### config.mk
export PLATFORM = sky130hd
export DESIGN_NAME = resonance_period_report
export DESIGN_NICKNAME = d
export VERILOG_FILES = /design/src/pkg/period_report_pkg.sv /design/src/hw/resonance_period_report.sv /design/src/hw/period_history.sv /design/src/hw/period_snapshot.sv
export SDC_FILE = /design/constraint.sdc
export NUM_CORES = 1
export LEC_CHECK = 0
export BUFFER_PORTS_ARGS = -buffer_cell sky130_fd_sc_hd__buf_4
export CAP_MARGIN = 30
export CORE_ASPECT_RATIO = 1.25
export CORE_MARGIN = 2
export CORE_UTILIZATION = 63
export CTS_CLUSTER_DIAMETER = 50
export DETAILED_ROUTE_END_ITERATION = 12
export PLACE_DENSITY = 0.85
export SETUP_SLACK_MARGIN = 0.5
export SKIP_LAST_GASP = 1
export SYNTH_ARGS = -nofsm -noshare
export SYNTH_HDL_FRONTEND = slang
export SYNTH_SLANG_ARGS = --single-unit
### constraint.sdc
create_clock -name CLK -period 9.4 [get_ports CLK]
set_input_delay 0 -clock CLK [delete_from_list [all_inputs] [get_ports CLK]]
set_output_delay 0 -clock CLK [all_outputs]
set_load 0.05 [all_outputs]
### src/pkg/period_report_pkg.sv
// Shared constants, carriers and helpers for the resonance period readout block
package period_report_pkg;

  // Register offsets as seen by the serial register port
  localparam logic [7:0] ADDR_PERIOD_HIGH = 8'h05;
  localparam logic [7:0] ADDR_PERIOD_LOW  = 8'h06;
  localparam logic [7:0] ADDR_DRIVE_CFG   = 8'h07;

  // Widths and field positions
  localparam int PERIOD_W      = 10;
  localparam int HIGH_W        = 2;
  localparam int LOW_W         = 8;
  localparam int RESERVED_W    = 6;
  localparam int HIGH_LSB      = 8;
  localparam int HISTORY_DEPTH = 4;
  localparam int SUM_W         = 12;
  localparam int AVG_SHIFT     = 2;

  // One period count in picoseconds; the readout is raw counts of this step
  localparam int PERIOD_STEP_PS = 24390;

  // Reset values and the answer to unmapped reads
  localparam logic [PERIOD_W-1:0]   PERIOD_RESET   = 10'h000;
  localparam logic [RESERVED_W-1:0] RESERVED_RESET = 6'h00;
  localparam logic [LOW_W-1:0]      RDATA_RESET    = 8'h00;
  localparam logic [LOW_W-1:0]      UNMAPPED_DATA  = 8'h00;

  // Drive configuration register, bit 7 down to bit 0
  typedef struct packed {
    logic       broadcast_enable;
    logic       period_averaging_disable;
    logic [1:0] supply_comp_select;
    logic [1:0] trigger_pin_function;
    logic [1:0] operating_mode;
  } cfg_t;

  localparam cfg_t CFG_RESET = '{
    broadcast_enable:         1'h0,
    period_averaging_disable: 1'h1,
    supply_comp_select:       2'h0,
    trigger_pin_function:     2'h1,
    operating_mode:           2'h0
  };

  // One decoded register access from the serial front end
  typedef struct packed {
    logic       read;
    logic       write;
    logic [7:0] addr;
    logic [7:0] wdata;
  } reg_req_t;

  // One measured period from the resonance tracker
  typedef struct packed {
    logic                valid;
    logic [PERIOD_W-1:0] period;
  } meas_t;

  // Readout lock, Gray coded
  typedef enum logic [0:0] {
    LOCK_OPEN = 1'b0,
    LOCK_HELD = 1'b1
  } lock_state_t;

  // Address match used by every strobe decode
  function automatic logic addr_hit(input logic [7:0] addr, input logic [7:0] target);
    return addr == target;
  endfunction

endpackage

### src/hw/resonance_period_report.sv
// Resonance period readout registers and drive configuration register
// Operation
// - Period value updates continuously from measurements while the actuator is driven.
// - Upper two bits at high register 1-0, lower eight at low register; reset zero.
// - Reading high freezes both registers until the low register is read.
// - Waveform end releases a pending freeze; updating resumes on next playback.
// - One count equals 24.39 nanoseconds of actuator period.
// - Readings during braking are not guaranteed; braking samples are discarded.
// - Averaging enabled reports mean of last four periods, history starting zero.
// - Averaging-disable bit 6, reset one, reports only the latest period.
// - Config bit 7, reset zero, enables broadcast addressing on the bus.
// - Bits 5-4, reset zero, select supply compensation factor.
`timescale 1ns/1ps
module resonance_period_report
  import period_report_pkg::*;
(
  input  wire logic       CLK,
  input  wire logic       RESET_N,
  input  wire reg_req_t   REG_REQ,
  input  wire meas_t      MEAS,
  input  wire logic       DRIVING,
  input  wire logic       BRAKING,
  input  wire logic       WAVEFORM_DONE,
  output logic      [7:0] REG_RDATA,
  output logic            REG_RVALID,
  output logic            BROADCAST_EN,
  output logic      [1:0] SUPPLY_COMP_SELECT,
  output logic      [1:0] TRIGGER_PIN_FUNCTION,
  output logic      [1:0] OPERATING_MODE,
  output logic            PERIOD_FROZEN
);

  cfg_t                  cfg;
  logic [RESERVED_W-1:0] reserved_high;
  logic [PERIOD_W-1:0]   reported;
  logic [HIGH_W-1:0]     high_copy;
  logic [LOW_W-1:0]      low_copy;
  logic                  frozen;
  logic                  accept;
  logic                  rd_high;
  logic                  rd_low;
  logic                  rd_cfg;
  logic                  wr_high;
  logic                  wr_cfg;
  logic [7:0]            next_rdata;

  // Strobe decode from the serial front end
  assign rd_high = REG_REQ.read && addr_hit(REG_REQ.addr, ADDR_PERIOD_HIGH);
  assign rd_low  = REG_REQ.read && addr_hit(REG_REQ.addr, ADDR_PERIOD_LOW);
  assign rd_cfg  = REG_REQ.read && addr_hit(REG_REQ.addr, ADDR_DRIVE_CFG);
  assign wr_high = REG_REQ.write && addr_hit(REG_REQ.addr, ADDR_PERIOD_HIGH);
  assign wr_cfg  = REG_REQ.write && addr_hit(REG_REQ.addr, ADDR_DRIVE_CFG);

  // Braking samples are dropped; their accuracy is not trusted
  assign accept = MEAS.valid && DRIVING && !BRAKING;

  // Averaging keeps running regardless of the readout lock
  period_history u_history (
    .clk         (CLK),
    .reset_n     (RESET_N),
    .accept      (accept),
    .sample      (MEAS.period),
    .avg_disable (cfg.period_averaging_disable),
    .reported    (reported)
  );

  // Read-order lock over the visible halves
  period_snapshot u_snapshot (
    .clk       (CLK),
    .reset_n   (RESET_N),
    .live      (reported),
    .read_high (rd_high),
    .read_low  (rd_low),
    .wave_done (WAVEFORM_DONE),
    .high_copy (high_copy),
    .low_copy  (low_copy),
    .frozen    (frozen)
  );

  // Configuration register; fields drive the rest of the device
  always_ff @(posedge CLK) begin
    if (!RESET_N) begin
      cfg <= CFG_RESET;
    end else if (wr_cfg) begin
      cfg <= cfg_t'(REG_REQ.wdata);
    end
  end

  // Reserved high bits are storage only, kept apart from the period
  always_ff @(posedge CLK) begin
    if (!RESET_N) begin
      reserved_high <= RESERVED_RESET;
    end else if (wr_high) begin
      reserved_high <= REG_REQ.wdata[LOW_W-1:HIGH_W];
    end
  end

  // Readback mux; raw counts, host scales by the period step
  assign next_rdata = rd_high ? {reserved_high, high_copy} :
                      rd_low  ? low_copy :
                      rd_cfg  ? 8'(cfg) :
                      UNMAPPED_DATA;

  // Read answer lands one edge after the strobe
  always_ff @(posedge CLK) begin
    if (!RESET_N) begin
      REG_RDATA  <= RDATA_RESET;
      REG_RVALID <= 1'b0;
    end else begin
      REG_RDATA  <= REG_REQ.read ? next_rdata : REG_RDATA;
      REG_RVALID <= REG_REQ.read;
    end
  end

  // Config outputs are mirrored flops so they never glitch on writes
  always_ff @(posedge CLK) begin
    if (!RESET_N) begin
      BROADCAST_EN         <= CFG_RESET.broadcast_enable;
      SUPPLY_COMP_SELECT   <= CFG_RESET.supply_comp_select;
      TRIGGER_PIN_FUNCTION <= CFG_RESET.trigger_pin_function;
      OPERATING_MODE       <= CFG_RESET.operating_mode;
      PERIOD_FROZEN        <= 1'b0;
    end else begin
      BROADCAST_EN         <= cfg.broadcast_enable;
      SUPPLY_COMP_SELECT   <= cfg.supply_comp_select;
      TRIGGER_PIN_FUNCTION <= cfg.trigger_pin_function;
      OPERATING_MODE       <= cfg.operating_mode;
      PERIOD_FROZEN        <= frozen;
    end
  end
endmodule

### src/hw/period_history.sv
// Four-deep period history with mean or latest selection
`timescale 1ns/1ps
module period_history
  import period_report_pkg::*;
(
  input  wire logic                clk,
  input  wire logic                reset_n,
  input  wire logic                accept,
  input  wire logic [PERIOD_W-1:0] sample,
  input  wire logic                avg_disable,
  output logic      [PERIOD_W-1:0] reported
);

  logic [PERIOD_W-1:0] history [HISTORY_DEPTH];
  logic [SUM_W-1:0]    sum;
  logic [PERIOD_W-1:0] mean;
  logic [PERIOD_W-1:0] next_reported;

  // Sum of all entries; empty slots count as zero until filled
  always_comb begin
    sum = '0;
    for (int i = 0; i < HISTORY_DEPTH; i++) begin
      sum = sum + SUM_W'(history[i]);
    end
  end

  assign mean          = sum[AVG_SHIFT +: PERIOD_W];
  assign next_reported = avg_disable ? history[0] : mean;

  // Shift in a new period on each accepted measurement
  always_ff @(posedge clk) begin
    if (!reset_n) begin
      for (int i = 0; i < HISTORY_DEPTH; i++) begin
        history[i] <= PERIOD_RESET;
      end
    end else if (accept) begin
      history[0] <= sample;
      for (int i = 1; i < HISTORY_DEPTH; i++) begin
        history[i] <= history[i-1];
      end
    end
  end

  // Registered result keeps the adder off the readout path
  always_ff @(posedge clk) begin
    if (!reset_n) begin
      reported <= PERIOD_RESET;
    end else begin
      reported <= next_reported;
    end
  end
endmodule

### src/hw/period_snapshot.sv
// Host-visible period copies with read-order freeze
`timescale 1ns/1ps
module period_snapshot
  import period_report_pkg::*;
(
  input  wire logic                clk,
  input  wire logic                reset_n,
  input  wire logic [PERIOD_W-1:0] live,
  input  wire logic                read_high,
  input  wire logic                read_low,
  input  wire logic                wave_done,
  output logic      [HIGH_W-1:0]   high_copy,
  output logic      [LOW_W-1:0]    low_copy,
  output logic                     frozen
);

  lock_state_t state;
  lock_state_t next_state;
  logic        load;

  // Set by a high read wins over any release in the same cycle
  always_comb begin
    next_state = state;
    unique case (state)
      LOCK_OPEN: begin
        if (read_high) begin
          next_state = LOCK_HELD;
        end
      end
      LOCK_HELD: begin
        if (read_high) begin
          next_state = LOCK_HELD;
        end else if (read_low || wave_done) begin
          next_state = LOCK_OPEN;
        end
      end
    endcase
  end

  // Copies must not move on the edge that returns the high half
  assign load = (state == LOCK_OPEN) && !read_high;

  always_ff @(posedge clk) begin
    if (!reset_n) begin
      state <= LOCK_OPEN;
    end else begin
      state <= next_state;
    end
  end

  // Copies track the live value only while open
  always_ff @(posedge clk) begin
    if (!reset_n) begin
      high_copy <= PERIOD_RESET[HIGH_LSB +: HIGH_W];
      low_copy  <= PERIOD_RESET[LOW_W-1:0];
    end else if (load) begin
      high_copy <= live[HIGH_LSB +: HIGH_W];
      low_copy  <= live[LOW_W-1:0];
    end
  end

  assign frozen = (state == LOCK_HELD);

endmodule

==> results.sh <==
export IMPL_status="completed"
export IMPL_preCtsSetupSlack_ns=5.559
export IMPL_rsz0062_at_grt="false"
export IMPL_worstHoldPathCells=2
export IMPL_slowest_delay_ns=0.49
export IMPL_multi_input_area_um2=2180
export IMPL_yosys_area_top_type="edfxtp_1"
export IMPL_core_area_um2=7269
export IMPL_timing_slew_headroom_pct=46.91
export IMPL_synth_nets=500
export IMPL_port_buffers=50
export IMPL_worstHoldStart="RESET_N"
export IMPL_routed_via_density=5.483
export IMPL_routed_wl_um=8709
export IMPL_seq_area_um2=2242
export IMPL_die_y_um=99.92
export IMPL_dp_hpwl_um=6048
export IMPL_syn_avg_cell_area_um2=10.66
export IMPL_gp_congestion=0.8398
export IMPL_area_growth_pct=19.16
export IMPL_fin_crit_sh_pct=41.07
export IMPL_worst_slew_pin_slew_ns=0.7905
export IMPL_die_area_um2=8067
export IMPL_ys_types=49
export IMPL_grt_pass1_wl_um=14140
export IMPL_yosys_top_cells_area="edfxtp_1 (26%), dfxtp_1 (22%), and2_1 (6.9%)"
export IMPL_synth_seq_cells=92
export IMPL_worstSetupStartpointType="flop"
export IMPL_setup_tns_final_ns=0
export IMPL_cap_viol_max_count=0
export IMPL_slew_violations=0
export IMPL_die_x_um=80.74
export IMPL_ios=51
export IMPL_powerDensity_nw_per_um2=163.7
export IMPL_power_total_uw=904.3
export IMPL_crit_path_top_delay_cell="fa_1"
export IMPL_p_leak_nw=2.485
export IMPL_gr_total_overflow=0
export IMPL_final_cell_count_no_fill=598
export IMPL_min_delay_path_class="input pin to flop"
export IMPL_path_cells="ha_1 > fa_1 > a21o_1 > a21oi_1 > o21ai_0 > a31oi_1 > xor2_1 > fa_1 > inv_1 > ha_1 > nand2_1 > nor2_1 > a211oi_1 > a21oi_1 > o31ai_1"
export IMPL_min_to="cfg[6]"
export IMPL_grt_max_degree=63
export IMPL_synth_top_cell_area_share_pct=25.90
export IMPL_worst_path_max_fanout=5
export IMPL_num_fill_cells=489
export IMPL_fin_util_pct=76.01
export IMPL_syn_area_um2=4637
export IMPL_start_util_pct=63.79
export IMPL_vdd_ir_drop_worst_v=0.0001403
export IMPL_drcViolationCount=0
export IMPL_cts_tree="done"
export IMPL_dp_cells=561
export IMPL_antenna_found_initial=0
export IMPL_drtIter0Drc=117
export IMPL_synth_async_reset_ratio_pct=0
export IMPL_htreeDepth=3
export IMPL_clockBufferDepth=2
export IMPL_hold_viol=0
export IMPL_min_period_ns=3.860
export IMPL_fin_ws_ns=5.540
export IMPL_antennaDiodeCount=0
export IMPL_clk_latency_ns=0.36
export IMPL_rr_worst_depth=15
export IMPL_cts_root_buf="clkbuf_8"
export IMPL_ys_warnings_count=0
export IMPL_core_rowCount=35
export IMPL_setup_viol=0
export IMPL_wire_per_inst_um=14.56
export IMPL_vias=3279
export IMPL_clk_pin_slew_ns=0.10
export IMPL_cts_sinks=92
export IMPL_clock_fmax_mhz=259.0
export IMPL_ys_seq_area_share_pct=48.35
export IMPL_grt_pass1_vias=3220
export IMPL_synth_edf_count=40
export IMPL_r2r_end="u_history.reported[8]"
export IMPL_end_kind="flop"
export IMPL_dr_pass1_iters=4
export IMPL_ant_nets=0
export IMPL_r2r_setup_slack_ns=5.54
export IMPL_fin_skew_ns=0.009293
export IMPL_synthFlopType="dfxtp_1"
export IMPL_critical_path_class="flop to flop"
export IMPL_crit_path_start="u_history.history[0][0]"
export IMPL_arrival_ns=4.14
export IMPL_cts_made_buffers=9
export IMPL_nets=566
export IMPL_required_ns=9.68
export IMPL_grt_use_total_pct=23.05
export IMPL_drive_gt1_share_pct=15.42
export IMPL_r2r_start="u_history.history[0][0]"
export IMPL_synth_cells=435
through the flow:
step / instance area (um2) / hold slack (ns)
3_3_place_gp: 5081 / 0.2283
3_5_place_dp: 5109 / 0.2330
5_1_grt: 5525 / 0.06194
2_1_floorplan: 4637 / 0.1251
6_report: 5525 / 0.05819
4_1_cts: 5525 / 0.03898
sequential cells by signal, indices dropped and copies added (netlist names):
name	flops
reserved_high	6
BROADCAST_EN	1
TRIGGER_PIN_FUNCTION	2
OPERATING_MODE	2
u_history.reported	10
REG_RVALID	1
SUPPLY_COMP_SELECT	2
PERIOD_FROZEN	1
u_snapshot.frozen	1
cfg	8
u_history.history	40
u_snapshot.high_copy	2
u_snapshot.low_copy	8
REG_RDATA	8
cell type report:
cell class	instances	share of cell area [%]
repair buffers	75	11.50
inverters	39	2.649
well taps	92	2.083
multi-input cells	284	39.45
clock inverters	7	1.495
flip-flops and latches	92	40.58
clock buffers	9	2.242
cells by family (layout without fill, tap and decap cells):
family | Yosys count | after routing | share of synthesized area [%]
muxes | 25 | 25 | 5.397
xor gates and xnor gates | 11 | 11 | 2.078
and+or+nand+nor | 133 | 133 | 17.38
buffers and inverters | 59 | 130 | 4.992
adders and majority gates | 31 | 31 | 10.15
AOI/OAI and AO/OA | 84 | 84 | 11.66
DFF | 92 | 92 | 48.35
worst max-delay path: cells and delay by family (launching register included):
kind | cells | cell delay [ns]
buffers and inverters | 1 | 0.04
DFF | 1 | 0.44
and+or+nand+nor | 2 | 0.15
xor gates and xnor gates | 1 | 0.13
adders and majority gates | 4 | 1.49
AOI/OAI and AO/OA | 7 | 1.53
timing repair:
item                                   CTS  global route
hold buffers                            21             0
buffers inserted                         0             0
endpoints found under the hold margin   34             0
resized for setup                        0             0
layout by cell type (no fill, tap or decap), drive strengths merged, types with 21 or more instances in the layout:
cell type / synthesis / routed
a21oi: 24 / 24
and2: 51 / 51
buf: 6 / 54
dfxtp: 52 / 52
dlygate4sd3: 0 / 21
edfxtp: 40 / 40
inv: 39 / 42
mux2i: 25 / 25
nor2b: 26 / 26
o21ai: 21 / 21
cell usage after synthesis (3+ instances only):
cell type	n
a21o_1	5
a21oi_1	24
a22o_1	8
a22oi_1	8
a31oi_1	3
and2_1	51
and3_1	3
buf_2	5
clkbuf_1	14
dfxtp_1	52
edfxtp_1	40
fa_1	11
ha_1	20
inv_1	39
mux2i_1	25
nand2_1	16
nand2b_1	3
nand3_1	7
nor2_1	8
nor2b_1	26
o21ai_0	19
xnor2_1	5
xor2_1	6
metal layers:
layer | wire length [um] | GRT usage, % | up-vias | part of all wire [%]
li1 | - | - | 1632 | -
met4 | 242 | 12.65 | 0 | 2.8
met1 | 3531 | 25.42 | 1537 | 41
met2 | 4535 | 41.79 | 88 | 52
met5 | 0 | 0 | - | 0
met3 | 400 | 3.507 | 22 | 4.6
worst max-delay path by stage:
stage                            end  cells after the start
2_1_floorplan  u_history.reported[8]                     15
3_3_place_gp   u_history.reported[8]                     15
3_5_place_dp   u_history.reported[8]                     15
4_1_cts        u_history.reported[8]                     15
5_1_grt        u_history.reported[8]                     15
6_report       u_history.reported[8]                     15
power by group:
group / switching (mW) / total, mW / leakage (nW) / internal (mW)
registers: 0.00873 / 0.442 / 0.840 / 0.433
clock network: 0.148 / 0.275 / 0.106 / 0.127
logic: 0.106 / 0.187 / 1.54 / 0.0813
total: 0.262 / 0.904 / 2.48 / 0.642
No activity file was read; power rests on OpenSTA's default activity.
